## config.mk

```make
export PLATFORM = sky130hd
export DESIGN_NAME = mhrf_top
export DESIGN_NICKNAME = d
export VERILOG_FILES = /design/src/hw/_unused_marker_never.sv /design/src/hw/mhrf_pkg.sv /design/src/hw/mhrf_motion_accum.sv /design/src/hw/mhrf_top.sv /design/src/hw/mhrf_wheel_decoder.sv
export SDC_FILE = /design/constraint.sdc
export NUM_CORES = 1
export LEC_CHECK = 0
export ABC_CLOCK_PERIOD_IN_PS = 4600
export BUFFER_PORTS_ARGS = -buffer_cell sky130_fd_sc_hd__buf_4
export CAP_MARGIN = 20
export CORE_UTILIZATION = 56
export CTS_BUF_LIST = sky130_fd_sc_hd__clkbuf_16
export DETAILED_ROUTE_END_ITERATION = 10
export GPL_TIMING_DRIVEN = 1
export PLACE_DENSITY = 0.8
export SYNTH_ARGS = -nofsm -noshare
export SYNTH_HDL_FRONTEND = slang
export SYNTH_SLANG_ARGS = --single-unit
```

## constraint.sdc

```tcl
create_clock -name CLOCK_IN -period 4.6 [get_ports CLOCK_IN]
set_input_delay 0.92 -clock CLOCK_IN [delete_from_list [all_inputs] [get_ports CLOCK_IN]]
set_output_delay 0.92 -clock CLOCK_IN [all_outputs]
set_load 0.01 [all_outputs]
```

## src/hw/_unused_marker_never.sv

```systemverilog
`timescale 1ns/1ps
`default_nettype none
`default_nettype wire

```

## src/hw/mhrf_pkg.sv

```systemverilog
// mhrf_pkg: constants shared by the mouse report formatter and its helpers
// assumes nothing beyond a SystemVerilog compiler
package mhrf_pkg;

  // register byte offsets on the AXI4-Lite slave
  localparam logic [7:0] MHRF_OFS_CTRL   = 8'h00;
  localparam logic [7:0] MHRF_OFS_STATUS = 8'h04;
  localparam logic [7:0] MHRF_OFS_COUNT  = 8'h08;
  localparam logic [7:0] MHRF_OFS_XACC   = 8'h0C;
  localparam logic [7:0] MHRF_OFS_YACC   = 8'h10;

  // control fields
  localparam int         MHRF_CTRL_ENABLE_BIT   = 0;
  localparam int         MHRF_CTRL_ENHANCED_BIT = 1;
  localparam logic [1:0] MHRF_CTRL_RESET        = 2'h1;

  // status fields
  localparam int MHRF_STAT_PROTO_BIT   = 0;
  localparam int MHRF_STAT_BUSY_BIT    = 1;
  localparam int MHRF_STAT_PENDING_BIT = 2;

  // protocol encoding, report protocol after reset
  localparam logic MHRF_PROTO_BOOT   = 1'b0;
  localparam logic MHRF_PROTO_REPORT = 1'b1;
  localparam logic MHRF_PROTO_RESET  = MHRF_PROTO_REPORT;

  // AXI responses
  localparam logic [1:0] MHRF_RESP_OKAY   = 2'h0;
  localparam logic [1:0] MHRF_RESP_SLVERR = 2'h2;

  // report geometry
  localparam int         MHRF_MOTION_W   = 12;
  localparam int         MHRF_MAX_BYTES  = 5;
  localparam logic [2:0] MHRF_LEN_BOOT   = 3'h3;
  localparam logic [2:0] MHRF_LEN_REPORT = 3'h4;
  localparam logic [2:0] MHRF_LEN_ENH    = 3'h5;

  // wheel byte values
  localparam logic [7:0] MHRF_WHEEL_FWD  = 8'h01;
  localparam logic [7:0] MHRF_WHEEL_BACK = 8'hFF;
  localparam logic [7:0] MHRF_WHEEL_IDLE = 8'h00;

  // saturation limits
  localparam logic signed [11:0] MHRF_ACC_MAX = 12'sh7FF;
  localparam logic signed [11:0] MHRF_ACC_MIN = 12'sh800;
  localparam logic signed [11:0] MHRF_B8_MAX  = 12'sh07F;
  localparam logic signed [11:0] MHRF_B8_MIN  = 12'shF80;
  localparam logic signed [3:0]  MHRF_WCNT_MAX = 4'sh7;
  localparam logic signed [3:0]  MHRF_WCNT_MIN = 4'sh8;

  typedef enum logic [1:0] {
    MHRF_ST_IDLE = 2'b01,
    MHRF_ST_SEND = 2'b10
  } mhrf_state_type;

endpackage : mhrf_pkg

```

## src/hw/mhrf_motion_accum.sv

```systemverilog
// mhrf_motion_accum: saturating signed motion accumulator for one axis
// assumes delta and strobe come from logic on the same clock
`timescale 1ns/1ps
`default_nettype none
module mhrf_motion_accum
  import mhrf_pkg::*;
(
  input  wire logic                     clk_in,
  input  wire logic                     rst_in,
  input  wire logic                     add_in,
  input  wire logic signed [11:0]       delta_in,
  input  wire logic                     take_in,
  output var  logic signed [11:0]       value_out
);

  logic signed [11:0] acc_q;
  logic signed [11:0] base;
  logic signed [12:0] sum;
  logic signed [11:0] acc_d;

  // a take in the same cycle as a delta keeps the delta for next report
  always_comb begin
    base  = take_in ? 12'sh000 : acc_q;
    sum   = {base[11], base} + {delta_in[11], delta_in};
    acc_d = base;
    if (add_in) begin
      if (sum[12] != sum[11]) begin
        acc_d = sum[12] ? MHRF_ACC_MIN : MHRF_ACC_MAX;
      end else begin
        acc_d = sum[11:0];
      end
    end
  end

  always_ff @(posedge clk_in) begin
    if (rst_in) begin
      acc_q <= 12'sh000;
    end else begin
      acc_q <= acc_d;
    end
  end

  assign value_out = acc_q;

endmodule : mhrf_motion_accum
`default_nettype wire

```

## src/hw/mhrf_top.sv

```systemverilog
// mhrf_top: HID mouse input report formatter with AXI4-Lite control
// assumes deltas and protocol requests come from same-clock logic,
// buttons and wheel phases from pins, and a byte sink with ready
//
// Decided for this implementation: the placing of the registers and register access over AXI4-Lite.
`timescale 1ns/1ps
`default_nettype none
module mhrf_top
  import mhrf_pkg::*;
(
  input  wire logic        CLOCK_IN,
  input  wire logic        RESET_IN,
  // AXI4-Lite slave
  input  wire logic [7:0]  S_AXI_AWADDR_IN,
  input  wire logic        S_AXI_AWVALID_IN,
  output var  logic        S_AXI_AWREADY_OUT,
  input  wire logic [31:0] S_AXI_WDATA_IN,
  input  wire logic [3:0]  S_AXI_WSTRB_IN,
  input  wire logic        S_AXI_WVALID_IN,
  output var  logic        S_AXI_WREADY_OUT,
  output var  logic [1:0]  S_AXI_BRESP_OUT,
  output var  logic        S_AXI_BVALID_OUT,
  input  wire logic        S_AXI_BREADY_IN,
  input  wire logic [7:0]  S_AXI_ARADDR_IN,
  input  wire logic        S_AXI_ARVALID_IN,
  output var  logic        S_AXI_ARREADY_OUT,
  output var  logic [31:0] S_AXI_RDATA_OUT,
  output var  logic [1:0]  S_AXI_RRESP_OUT,
  output var  logic        S_AXI_RVALID_OUT,
  input  wire logic        S_AXI_RREADY_IN,
  // motion sources
  input  wire logic [11:0] DELTA_X_IN,
  input  wire logic [11:0] DELTA_Y_IN,
  input  wire logic        DELTA_STB_IN,
  input  wire logic        BUTTON_LEFT_IN,
  input  wire logic        BUTTON_RIGHT_IN,
  input  wire logic        BUTTON_MIDDLE_IN,
  input  wire logic        WHEEL_A_IN,
  input  wire logic        WHEEL_B_IN,
  // protocol control request from the USB control pipe
  input  wire logic        SET_PROTOCOL_STB_IN,
  input  wire logic        SET_PROTOCOL_VAL_IN,
  output var  logic        PROTOCOL_OUT,
  // byte stream into the interrupt endpoint buffer
  output var  logic [7:0]  REPORT_DATA_OUT,
  output var  logic        REPORT_VALID_OUT,
  output var  logic        REPORT_LAST_OUT,
  input  wire logic        REPORT_READY_IN
);

  mhrf_state_type     state_q;
  logic [1:0]         ctrl_q;
  logic               proto_q;
  logic [15:0]        count_q;
  logic [2:0]         btn_s1_q;
  logic [2:0]         btn_s2_q;
  logic [2:0]         btn_sent_q;
  logic [7:0]         bytes_q [MHRF_MAX_BYTES];
  logic [2:0]         len_q;
  logic [2:0]         idx_q;
  logic [7:0]         data_q;
  logic               valid_q;
  logic               last_q;
  logic signed [11:0] x_acc;
  logic signed [11:0] y_acc;
  logic [7:0]         wheel_byte;
  logic               wheel_moved;
  logic               pending;
  logic               start;
  logic               fire;
  logic               enh;
  logic [2:0]         len_d;
  logic [7:0]         b0;
  logic [7:0]         b1;
  logic [7:0]         b2;
  logic [7:0]         b3;
  logic [7:0]         b4;

  // clamp a 12-bit count into one signed byte for the short layouts
  function automatic logic [7:0] mhrf_clamp8(input logic signed [11:0] v);
    logic [7:0] r;
    r = v[7:0];
    if (v > MHRF_B8_MAX) begin
      r = MHRF_B8_MAX[7:0];
    end else if (v < MHRF_B8_MIN) begin
      r = MHRF_B8_MIN[7:0];
    end
    return r;
  endfunction : mhrf_clamp8

  // buttons are pins: two flops each before use
  genvar gi;
  generate
    for (gi = 0; gi < 3; gi++) begin : g_btn
      always_ff @(posedge CLOCK_IN) begin
        if (RESET_IN) begin
          btn_s1_q[gi] <= 1'b0;
          btn_s2_q[gi] <= 1'b0;
        end else begin
          btn_s1_q[gi] <= (gi == 0) ? BUTTON_LEFT_IN :
                          (gi == 1) ? BUTTON_RIGHT_IN : BUTTON_MIDDLE_IN;
          btn_s2_q[gi] <= btn_s1_q[gi];
        end
      end
    end
  endgenerate

  mhrf_motion_accum u_x_acc (
    .clk_in    (CLOCK_IN),
    .rst_in    (RESET_IN),
    .add_in    (DELTA_STB_IN),
    .delta_in  (DELTA_X_IN),
    .take_in   (start),
    .value_out (x_acc)
  );

  mhrf_motion_accum u_y_acc (
    .clk_in    (CLOCK_IN),
    .rst_in    (RESET_IN),
    .add_in    (DELTA_STB_IN),
    .delta_in  (DELTA_Y_IN),
    .take_in   (start),
    .value_out (y_acc)
  );

  mhrf_wheel_decoder u_wheel (
    .clk_in         (CLOCK_IN),
    .rst_in         (RESET_IN),
    .phase_a_in     (WHEEL_A_IN),
    .phase_b_in     (WHEEL_B_IN),
    .take_in        (start),
    .wheel_byte_out (wheel_byte),
    .moved_out      (wheel_moved)
  );

  // button changes count as activity too, so releases reach the host
  assign pending = (x_acc != 12'sh000) || (y_acc != 12'sh000) || wheel_moved ||
                   (btn_s2_q != btn_sent_q);
  assign start   = (state_q == MHRF_ST_IDLE) && pending &&
                   ctrl_q[MHRF_CTRL_ENABLE_BIT];
  assign fire    = valid_q && REPORT_READY_IN;
  assign enh     = ctrl_q[MHRF_CTRL_ENHANCED_BIT];

  // layout selection and packing
  always_comb begin
    b0 = {5'h00, btn_s2_q[2], btn_s2_q[1], btn_s2_q[0]};
    b1 = mhrf_clamp8(x_acc);
    b2 = mhrf_clamp8(y_acc);
    b3 = wheel_byte;
    b4 = 8'h00;
    len_d = MHRF_LEN_BOOT;
    if (proto_q == MHRF_PROTO_REPORT) begin
      if (enh) begin
        b1 = x_acc[7:0];
        b2 = {y_acc[3:0], x_acc[11:8]};
        b3 = y_acc[11:4];
        b4 = wheel_byte;
        len_d = MHRF_LEN_ENH;
      end else begin
        len_d = MHRF_LEN_REPORT;
      end
    end
  end

  // protocol change takes effect at the next report, never mid-report
  always_ff @(posedge CLOCK_IN) begin
    if (RESET_IN) begin
      proto_q <= MHRF_PROTO_RESET;
    end else if (SET_PROTOCOL_STB_IN) begin
      proto_q <= SET_PROTOCOL_VAL_IN;
    end
  end

  assign PROTOCOL_OUT = proto_q;

  // report sequencer
  always_ff @(posedge CLOCK_IN) begin
    if (RESET_IN) begin
      state_q    <= MHRF_ST_IDLE;
      idx_q      <= 3'h0;
      len_q      <= 3'h0;
      data_q     <= 8'h00;
      valid_q    <= 1'b0;
      last_q     <= 1'b0;
      btn_sent_q <= 3'h0;
      count_q    <= 16'h0000;
      for (int i = 0; i < MHRF_MAX_BYTES; i++) begin
        bytes_q[i] <= 8'h00;
      end
    end else begin
      case (state_q)
        MHRF_ST_IDLE: begin
          if (start) begin
            bytes_q[0] <= b0;
            bytes_q[1] <= b1;
            bytes_q[2] <= b2;
            bytes_q[3] <= b3;
            bytes_q[4] <= b4;
            len_q      <= len_d;
            idx_q      <= 3'h0;
            data_q     <= b0;
            valid_q    <= 1'b1;
            last_q     <= 1'b0;
            btn_sent_q <= btn_s2_q;
            state_q    <= MHRF_ST_SEND;
          end
        end
        MHRF_ST_SEND: begin
          if (fire) begin
            if (last_q) begin
              valid_q <= 1'b0;
              last_q  <= 1'b0;
              count_q <= count_q + 16'h0001;
              state_q <= MHRF_ST_IDLE;
            end else begin
              idx_q   <= idx_q + 3'h1;
              data_q  <= bytes_q[idx_q + 3'h1];
              last_q  <= ((idx_q + 3'h2) == len_q);
            end
          end
        end
        default: begin
          state_q <= MHRF_ST_IDLE;
          valid_q <= 1'b0;
          last_q  <= 1'b0;
        end
      endcase
    end
  end

  assign REPORT_DATA_OUT  = data_q;
  assign REPORT_VALID_OUT = valid_q;
  assign REPORT_LAST_OUT  = last_q;

  // AXI4-Lite write channel: address and data taken in either order
  logic        awready_q;
  logic        wready_q;
  logic        bvalid_q;
  logic [1:0]  bresp_q;
  logic [7:0]  awaddr_q;
  logic [31:0] wdata_q;
  logic [3:0]  wstrb_q;
  logic        wr_go;

  assign wr_go = !awready_q && !wready_q && !bvalid_q;

  always_ff @(posedge CLOCK_IN) begin
    if (RESET_IN) begin
      awready_q <= 1'b1;
      wready_q  <= 1'b1;
      bvalid_q  <= 1'b0;
      bresp_q   <= MHRF_RESP_OKAY;
      awaddr_q  <= 8'h00;
      wdata_q   <= 32'h0000_0000;
      wstrb_q   <= 4'h0;
      ctrl_q    <= MHRF_CTRL_RESET;
    end else begin
      if (awready_q && S_AXI_AWVALID_IN) begin
        awready_q <= 1'b0;
        awaddr_q  <= S_AXI_AWADDR_IN;
      end
      if (wready_q && S_AXI_WVALID_IN) begin
        wready_q <= 1'b0;
        wdata_q  <= S_AXI_WDATA_IN;
        wstrb_q  <= S_AXI_WSTRB_IN;
      end
      if (wr_go) begin
        bvalid_q <= 1'b1;
        bresp_q  <= MHRF_RESP_OKAY;
        case (awaddr_q)
          MHRF_OFS_CTRL: begin
            if (wstrb_q[0]) begin
              ctrl_q <= wdata_q[1:0];
            end
          end
          MHRF_OFS_STATUS, MHRF_OFS_COUNT, MHRF_OFS_XACC, MHRF_OFS_YACC: begin
            bresp_q <= MHRF_RESP_OKAY;
          end
          default: bresp_q <= MHRF_RESP_SLVERR;
        endcase
      end
      if (bvalid_q && S_AXI_BREADY_IN) begin
        bvalid_q  <= 1'b0;
        awready_q <= 1'b1;
        wready_q  <= 1'b1;
      end
    end
  end

  assign S_AXI_AWREADY_OUT = awready_q;
  assign S_AXI_WREADY_OUT  = wready_q;
  assign S_AXI_BVALID_OUT  = bvalid_q;
  assign S_AXI_BRESP_OUT   = bresp_q;

  // AXI4-Lite read channel: data one cycle after the address is taken
  logic        arready_q;
  logic        rvalid_q;
  logic [1:0]  rresp_q;
  logic [31:0] rdata_q;

  always_ff @(posedge CLOCK_IN) begin
    if (RESET_IN) begin
      arready_q <= 1'b1;
      rvalid_q  <= 1'b0;
      rresp_q   <= MHRF_RESP_OKAY;
      rdata_q   <= 32'h0000_0000;
    end else begin
      if (arready_q && S_AXI_ARVALID_IN) begin
        arready_q <= 1'b0;
        rvalid_q  <= 1'b1;
        rresp_q   <= MHRF_RESP_OKAY;
        rdata_q   <= 32'h0000_0000;
        case (S_AXI_ARADDR_IN)
          MHRF_OFS_CTRL:   rdata_q[1:0] <= ctrl_q;
          MHRF_OFS_STATUS: begin
            rdata_q[MHRF_STAT_PROTO_BIT]   <= proto_q;
            rdata_q[MHRF_STAT_BUSY_BIT]    <= (state_q == MHRF_ST_SEND);
            rdata_q[MHRF_STAT_PENDING_BIT] <= pending;
          end
          MHRF_OFS_COUNT:  rdata_q[15:0] <= count_q;
          MHRF_OFS_XACC:   rdata_q <= {{20{x_acc[11]}}, x_acc};
          MHRF_OFS_YACC:   rdata_q <= {{20{y_acc[11]}}, y_acc};
          default:         rresp_q <= MHRF_RESP_SLVERR;
        endcase
      end
      if (rvalid_q && S_AXI_RREADY_IN) begin
        rvalid_q  <= 1'b0;
        arready_q <= 1'b1;
      end
    end
  end

  assign S_AXI_ARREADY_OUT = arready_q;
  assign S_AXI_RVALID_OUT  = rvalid_q;
  assign S_AXI_RRESP_OUT   = rresp_q;
  assign S_AXI_RDATA_OUT   = rdata_q;

endmodule : mhrf_top
`default_nettype wire

```

## src/hw/mhrf_wheel_decoder.sv

```systemverilog
// mhrf_wheel_decoder: quadrature wheel decoder with net step count
// assumes phase pins are asynchronous to the clock
`timescale 1ns/1ps
`default_nettype none
module mhrf_wheel_decoder
  import mhrf_pkg::*;
(
  input  wire logic       clk_in,
  input  wire logic       rst_in,
  input  wire logic       phase_a_in,
  input  wire logic       phase_b_in,
  input  wire logic       take_in,
  output var  logic [7:0] wheel_byte_out,
  output var  logic       moved_out
);

  logic [1:0]        sync1_q;
  logic [1:0]        sync2_q;
  logic [1:0]        prev_q;
  logic [2:0]        prime_q;
  logic signed [3:0] cnt_q;
  logic signed [3:0] base;
  logic              fwd;
  logic              back;

  always_ff @(posedge clk_in) begin
    if (rst_in) begin
      sync1_q <= 2'h0;
      sync2_q <= 2'h0;
      prev_q  <= 2'h0;
      prime_q <= 3'h0;
    end else begin
      sync1_q <= {phase_a_in, phase_b_in};
      sync2_q <= sync1_q;
      prev_q  <= sync2_q;
      prime_q <= {prime_q[1:0], 1'b1};
    end
  end

  // gray steps 00-01-11-10 count forward, the reverse counts back
  always_comb begin
    fwd  = 1'b0;
    back = 1'b0;
    case ({prev_q, sync2_q})
      4'h1, 4'h7, 4'hE, 4'h8: fwd  = 1'b1;
      4'h2, 4'hB, 4'hD, 4'h4: back = 1'b1;
      default: begin
        fwd  = 1'b0;
        back = 1'b0;
      end
    endcase
    // pipe starts at zero, so a wheel resting at 01 or 10 would fake a step
    if (!prime_q[2]) begin
      fwd  = 1'b0;
      back = 1'b0;
    end
    base = take_in ? 4'sh0 : cnt_q;
  end

  always_ff @(posedge clk_in) begin
    if (rst_in) begin
      cnt_q <= 4'sh0;
    end else if (fwd && base != MHRF_WCNT_MAX) begin
      cnt_q <= base + 4'sh1;
    end else if (back && base != MHRF_WCNT_MIN) begin
      cnt_q <= base - 4'sh1;
    end else begin
      cnt_q <= base;
    end
  end

  // only direction survives into the report byte
  always_comb begin
    if (cnt_q > 4'sh0) begin
      wheel_byte_out = MHRF_WHEEL_FWD;
    end else if (cnt_q < 4'sh0) begin
      wheel_byte_out = MHRF_WHEEL_BACK;
    end else begin
      wheel_byte_out = MHRF_WHEEL_IDLE;
    end
    moved_out = (cnt_q != 4'sh0);
  end

endmodule : mhrf_wheel_decoder
`default_nettype wire

```

* Word level (Yosys, flattened, before mapping)
Memories as Yosys holds them, arrays and structs flattened.
Index checks and enable logic that the tools add are counted.
W data, S select, Z words.
** Cells by class
- Add/sub/neg operators :: 7
- Mux-type cells :: 69
- Equal/unequal tests :: 28
- Order comparisons :: 6
- Reduce and logical (&&, ||, !) cells :: 36
- Bitwise gates (word level) :: 5
** Operators with widths (number)
- $mux W8 :: 22
- $mux W12 :: 8
- $pmux W13 S3 :: 1
- $eq A8 B4 Y1 const B :: 4
- $pmux W16 S2 :: 1
- $add A12 B12 Y13 :: 2
- $gt A12 B8 Y1 const B :: 2
- $lt A12 B8 Y1 const B :: 2
- $reduce_bool A12 Y1 :: 2
- $mux W1 :: 18
- $add A16 B1 Y16 const B :: 1
- $eq A4 B4 Y1 const B :: 4
- $eq A8 B3 Y1 const B :: 2
- $eq A8 B5 Y1 const B :: 2
- $logic_not A8 Y1 :: 2
- $pmux W8 S2 :: 1
- $logic_and A1 B1 Y1 :: 12
- $mux W3 :: 4
- $mux W4 :: 3
- $mux W2 :: 5
- $pmux W2 S5 :: 1
- $reduce_or A5 Y1 :: 2
- $reduce_and A3 Y1 :: 3
- $eq A4 B3 Y1 const B :: 2
- other kinds (29) :: 45
** Word-level totals
- Logic and storage cells :: 187
- Input port bits :: 92
- Output and inout bits :: 52
- Register bits after elaboration :: 135
- Bits in writable memories :: 40
- Memories :: 1
** Memories
- bytes_q :: words 5, width 8, read ports 1, clocked after Yosys merged registers in 0, wr ports 5, line mhrf_top.sv:58 : logic [7:0] bytes_q [MHRF_MAX_BYTES];

* Depth between registers and ports, before layout
- Depth after elaboration :: 11
- Mapped depth :: 19
- Depth with buffers taken out :: 15

* Hierarchy
From an unflattened synthesis, not the netlist that was laid out.
** Second synthesis, totals
- Cells, all modules :: 938
- Area, all modules :: 8459.4 um^2
** Modules (own cells, without submodules)
- mhrf_top :: seq. area each 2652.5 um^2, area each 5390.2 um^2, instances 1, cells an instance 574
- mhrf_motion_accum (u_x_acc) :: seq. area each 240.2 um^2, area each 1174.9 um^2, instances 1, cells an instance 141
- mhrf_motion_accum (u_y_acc) :: seq. area each 240.2 um^2, area each 1167.4 um^2, instances 1, cells an instance 147
- mhrf_wheel_decoder :: seq. area each 260.2 um^2, area each 726.9 um^2, instances 1, cells an instance 76

* Least setup slack after synthesis
OpenSTA, ideal clock, no wires.
- Path kind :: reg2reg
- Start :: register u_wheel.cnt_q[3]
- End :: register u_y_acc.acc_q[2], in the netlist u_y_acc.value_out[2]
- Stages on the path, launching flop included :: 19
- Arrival :: 4135 ps
- Data required time :: 4526 ps
- Path buffers :: 3
- Setup time :: 74 ps
- Path slack :: 391 ps
- Cells stage by stage :: dfxtp_1 -> buf_4 -> nor4_4 -> nand3_1 -> o41a_1 -> nand2_1 -> buf_2 -> clkbuf_1 -> and2_1 -> ha_1 -> inv_1 -> fa_1 -> nor2b_1 -> o2111ai_1 -> a31o_2 -> o21ai_0 -> o311ai_0 -> or3_1 -> a31oi_1
** On the way
- Longest elaborated chain between the ends :: 10
- Elaborated cells between the ends (all ways) :: 11
- Classes of those cells :: 1 x add/sub; 1 x eq/ne; 4 x mux; 5 x reduce/logical
** Ends and longest elaborated chain
- start, declared :: line mhrf_wheel_decoder.sv:21 : logic signed [3:0] cnt_q;
- start signal, assigned :: line mhrf_wheel_decoder.sv:64 : cnt_q <= base + 4'sh1;
- start signal, assigned :: line mhrf_wheel_decoder.sv:66 : cnt_q <= base - 4'sh1;
- start signal, assigned :: line mhrf_wheel_decoder.sv:68 : cnt_q <= base;
- $reduce_bool A4 Y1 * :: line mhrf_wheel_decoder.sv:81 : moved_out = (cnt_q != 4'sh0);
- $logic_or A1 B1 Y1 * (2 in series) :: line mhrf_top.sv:137 : assign pending = (x_acc != 12'sh000) || (y_acc != 12'sh000) || wheel_moved ||
- $logic_and A1 B1 Y1 * (2 in series) :: line mhrf_top.sv:139 : assign start = (state_q == MHRF_ST_IDLE) && pending &&
- $mux W12 * :: line mhrf_motion_accum.sv:23 : base = take_in ? 12'sh000 : acc_q;
- $add A12 B12 Y13 :: line mhrf_motion_accum.sv:24 : sum = {base[11], base} + {delta_in[11], delta_in};
- $mux W12 / $ne A1 B1 Y1 (equally long branches) :: line mhrf_motion_accum.sv:28, mhrf_motion_accum.sv:27
- $mux W12 :: line mhrf_motion_accum.sv:27 : if (sum[12] != sum[11]) begin
- $mux W12 * :: line mhrf_motion_accum.sv:26 : if (add_in) begin
- end signal, assigned :: line mhrf_motion_accum.sv:37 : acc_q <= 12'sh000;
- end signal, assigned :: line mhrf_motion_accum.sv:39 : acc_q <= acc_d;
- end, declared :: line mhrf_motion_accum.sv:16 : logic signed [11:0] acc_q;
Mark *: on every way between the ends. The rest lies on a longest branch, timed or not.
A chain may end at the register's enable or synchronous reset.

* Worst setup path after layout
- Start :: register u_x_acc.acc_q[11], in the netlist u_x_acc.value_out[11]
- End :: register u_y_acc.acc_q[3], in the netlist u_y_acc.value_out[3]
** On the way
- Longest elaborated chain between the ends :: 11
- Elaborated cells between the ends (all ways) :: 12
- Classes of those cells :: 1 x add/sub; 1 x eq/ne; 4 x mux; 6 x reduce/logical
** Ends and longest elaborated chain (line)
- start, declared :: mhrf_motion_accum.sv:16
- start signal, assigned :: mhrf_motion_accum.sv:37
- start signal, assigned :: mhrf_motion_accum.sv:39
- $reduce_bool A12 Y1 * :: mhrf_top.sv:137
- $logic_or A1 B1 Y1 * (3 in series) :: mhrf_top.sv:137
- $logic_and A1 B1 Y1 * (2 in series) :: mhrf_top.sv:139
- $mux W12 * :: mhrf_motion_accum.sv:23
- $add A12 B12 Y13 :: mhrf_motion_accum.sv:24
- $mux W12 / $ne A1 B1 Y1 (equally long branches) :: mhrf_motion_accum.sv:28, mhrf_motion_accum.sv:27
- $mux W12 :: mhrf_motion_accum.sv:27
- $mux W12 * :: mhrf_motion_accum.sv:26
Marked as above.

==> implementation parameters <==
Parameter                              Value

Power and ir drop
  Power density normalized to cell area ... between 300 and 400 nW/um^2
  Worst vdd rail ir drop ... 342 uV
  Static Leak ... 3.86 nW

Critical path
  Critical path start-end classification ... reg2reg
  Stage delay of the slowest cell on the critical path ... around 0.48 ns
  CP endpoint ... u_y_acc.value_out[3]
  Origin of the critical flop-to-flop path ... u_x_acc.value_out[11]
  R2r endpoint ... u_y_acc.value_out[3]
  Largest driver fanout on the critical path ... 7
  Crit end category ... flip-flop
  Critical Path AT ... 4.62 ns
  Startpoint class of the critical path ... flip-flop
  CP Data Required Time ... 4.94 ns
  R2r setup slk ... between 0.3 and 0.4 ns
  Logic depth of the worst register-to-register path ... 15
  Cell-by-cell trace of the critical path ... nor4_1 > nand3_1 > o41a_1 > nand2_1 > and2_1 > ha_1 > inv_1 > fa_1 > nor2b_1 > o2111ai_1 > a31o_2 > o21ai_0 > o311ai_0 > or3_1 > a31oi_1
  Launch point of the critical path ... u_x_acc.value_out[11]
  Slowest cell on the critical path ... sky130_fd_sc_hd__o41a_1

CTS
  Post-CTS Resized ... 0
  Hold-fix buffers at CTS ... 0
  CTS tree ... yes
  Clock buffers created by TritonCTS ... 17
  Clock slew at the register clock pins of the worst setup and hold paths ... about 0.06 ns
  Clock latency of the later-clocked register in the worst-skew pair ... 0.41 ns
  Count of clock tree sinks ... roughly 150
  Clock root buffer ... sky130_fd_sc_hd__clkbuf_16
  Setup fix buffers added after clock tree synthesis ... 0
  Buffer depth of the longest clock path ... 2
  Maximum level of the CTS H-tree ... 4

Synth
  Top post-synthesis cells by area ... sky130_fd_sc_hd__dfxtp_1, sky130_fd_sc_hd__edfxtp_1, sky130_fd_sc_hd__a21oi_1
  Share of synthesized flip-flops with an asynchronous set or reset ... 0%
  Most used DFF post-synth ... sky130_fd_sc_hd__dfxtp_1
  Register area share after synthesis ... 41.4%
  Library cells used by synthesis ... 67
  FF+latch count, synth ... 146
  Synth top area share ... 30.2%
  Count of flip-flops with a built-in enable after synthesis ... 29
  Average size of a mapped cell ... between 8 and 9 sq um
  Synth Cell Area ... 7760 sq um
  Synthesis Warnings ... 0
  Library cell occupying the most area in the post-synthesis netlist ... sky130_fd_sc_hd__dfxtp_1
  Gate count after technology mapping ... 915

Status
  Result of the run ... finished clean

Timing
  Max-slew headroom at the worst pin ... 44.3%
  Period minus WS final ... between 4 and 5 ns
  Final number of hold-violating endpoints ... 0
  Unrepaired setup endpoints after global routing ... no
  Finish-stage setup viols ... 0
  Total negative setup slack ... 0 ns
  Least-Margin Pin Slew ... 0.833 ns
  Pins Over Slew Limit ... 0
  Period utilization ... 93.2%
  Max frequency ... 233 MHz
  Clock skew ... 0.0101 ns
  Crit path setup slack, layout ... 0.315 ns

Routing
  DRC violation count after routing ... 0
  Average routed wire per standard cell ... 16.3 um
  Antenna Nets Post-Route ... 0
  Routed WL ... 19.5 mm
  Vias after detailed routing ... 7,051
  Count of routing violations after the opening detailed-route iteration ... about 620
  Number of iterations in the first detailed-routing pass ... 7
  Via-to-Cell Ratio ... 5.87

Cells and area
  Share of the core filled with cells in the final layout ... 69.4%
  Layout cell share with drive strength beyond 1 ... between 10% and 20%
  Final std cell area, no fill ... 9300 sq um
  Most common cell after layout, fill and taps aside ... sky130_fd_sc_hd__buf_4
  Layout overhead on the synthesized area ... 19.7%
  Fillcell total ... 1,095
  Ant. Diodes ... 0
  Fin nets ... 1,135
  Commonest cells after routing, fill and taps aside ... sky130_fd_sc_hd__buf_4, sky130_fd_sc_hd__dfxtp_1, sky130_fd_sc_hd__a21oi_1
  Layout Cells excl Fill ... 1,201

Floorplan
  Horizontal die dimension ... 120 um
  Initial core utilization ... 57.9%
  Height of the chip ... 120 um
  Row count ... 42
  Number of primary I/O pins ... 144
  Core area ... about 13,000 sq um
  Total Die Area ... 14,300 sq um

Place
  Half-perimeter wire length after placement ... 14.0 mm
  Number of port buffers ... 108
  DP Area ... 8730 sq um
  Post-placement cell count ... 1,169
  Final GP Congestion ... 0.915
  Worst setup slack before clock tree synthesis ... 0.444 ns

Global route
  GRT Residual Overflow ... 0
  Antenna violations before repair ... 0
  Total global routing track utilization ... 27.8%
  Number of global-route vias before repair ... 6,511
  Largest net degree at the start of global routing ... 53
  First-pass GRT wire length ... around 32 mm

Min path
  Class of the tightest hold or removal check ... reg2reg

Job
  Total of max-cap violations ... 0
critical path: cells and delay by family, from the launching register on:
family,cells,cell delay (ns)
adder cells (fa/ha/maj),2,0.56
buffers and inverters,1,0.06
AND/OR/NAND/NOR,6,1.55
flip-flops,1,0.39
AO/OA/AOI/OAI,6,1.65
worst min path at each step:
stage / startpoint / endpoint / cells past startpoint
2_1_floorplan: btn_s1_q[0] / b0[0] / 1
3_3_place_gp: u_wheel.prime_q[0] / u_wheel.prime_q[1] / 1
3_5_place_dp: u_wheel.prime_q[0] / u_wheel.prime_q[1] / 1
4_1_cts: btn_s1_q[2] / b0[2] / 1
5_1_grt: u_wheel.prime_q[0] / u_wheel.prime_q[1] / 1
6_report: btn_s1_q[2] / b0[2] / 1
routing by layer:
metal  wire length, um  share of wire, %  vias up  GRT usage (%)
met3              1450               7.4       37           6.80
li1                  -                 -     3452              -
met1              8490                43     3288           37.1
met2              9190                47      274           44.2
met5                 0                 0        -              0
met4               394               2.0        0           8.52
registers in the layout (all words and copies together) (netlist names), 2 cells and up:
signal and flops:
u_wheel.cnt_q 4, u_wheel.prime_q 3, u_wheel.sync1_q 2, wdata_q 2
len_q 3, count_q 16, idx_q 3, btn_sent_q 3
u_wheel.sync2_q 2, u_y_acc.value_out 12, btn_s1_q 3, u_wheel.prev_q 2
REPORT_DATA_OUT 8, S_AXI_RDATA_OUT 17, u_x_acc.value_out 12, bytes_q 29
b0 3, state_q 2, awaddr_q 8, ctrl_q 2
where the power goes:
| part | total [mW] | switching, mW | internal (mW) |
|---|---|---|---|
| clock | 1.27 | 0.511 | 0.761 |
| combinational | 0.745 | 0.427 | 0.317 |
| sequential | 1.49 | 0.0662 | 1.42 |
kinds of logic after synthesis:
logic type | after synthesis | synth area share, %
other | 1 | 0.0483
buffers and inverters | 89 | 5.29
DFF | 146 | 41.4
AOI/OAI and AO/OA | 236 | 18.5
muxes | 20 | 3.09
xor gates and xnor gates | 33 | 3.72
adders and majority gates | 31 | 5.16
and+or+nand+nor | 359 | 22.8
metrics by stage:
stage | hold slack (ns) | power [mW]
after floorplan | 0.414 | 1.98
final | 0.438 | 3.50
after global routing | 0.462 | 3.65
after global placement | 0.416 | 2.22
after detailed placement | 0.426 | 2.23
after CTS | 0.443 | 3.49
cell type report:
type / instances / area, sq um / area share [%]
clock buffers: 18 / 450 / 4.84
clock inverters: 13 / 92.6 / 0.996
inverters: 26 / 97.6 / 1.05
multi-input cells: 681 / 4150 / 44.6
flip-flops and latches: 146 / 3210 / 34.6
well taps: 176 / 220 / 2.37
repair buffers: 141 / 1080 / 11.6
cell usage after synthesis, types with 4 or more instances:
| cell type | count |
|---|---|
| sky130_fd_sc_hd__nor2b_1 | 23 |
| sky130_fd_sc_hd__nand3b_1 | 4 |
| sky130_fd_sc_hd__a211o_1 | 4 |
| sky130_fd_sc_hd__buf_1 | 8 |
| sky130_fd_sc_hd__a222oi_1 | 8 |
| sky130_fd_sc_hd__nand3_1 | 38 |
| sky130_fd_sc_hd__and3_1 | 7 |
| sky130_fd_sc_hd__a21oi_1 | 107 |
| sky130_fd_sc_hd__and2_1 | 27 |
| sky130_fd_sc_hd__ha_1 | 28 |
| sky130_fd_sc_hd__nand2_1 | 91 |
| sky130_fd_sc_hd__mux2i_1 | 15 |
| sky130_fd_sc_hd__a31oi_1 | 12 |
| sky130_fd_sc_hd__nor2_1 | 87 |
| sky130_fd_sc_hd__xnor2_1 | 15 |
| sky130_fd_sc_hd__buf_4 | 19 |
| sky130_fd_sc_hd__nand4_1 | 12 |
| sky130_fd_sc_hd__o21ai_0 | 43 |
| sky130_fd_sc_hd__nand2b_1 | 12 |
| sky130_fd_sc_hd__a21o_1 | 7 |
| sky130_fd_sc_hd__dfxtp_1 | 117 |
| sky130_fd_sc_hd__xor2_1 | 18 |
| sky130_fd_sc_hd__inv_1 | 25 |
| sky130_fd_sc_hd__nor4_1 | 7 |
| sky130_fd_sc_hd__nor3b_1 | 4 |
| sky130_fd_sc_hd__a2bb2oi_1 | 6 |
| sky130_fd_sc_hd__nor3_1 | 22 |
| sky130_fd_sc_hd__a211oi_1 | 10 |
| sky130_fd_sc_hd__clkbuf_1 | 32 |
| sky130_fd_sc_hd__o21a_1 | 6 |
| sky130_fd_sc_hd__edfxtp_1 | 29 |
| sky130_fd_sc_hd__or3_1 | 11 |
No activity file was read; power rests on OpenSTA's default activity.
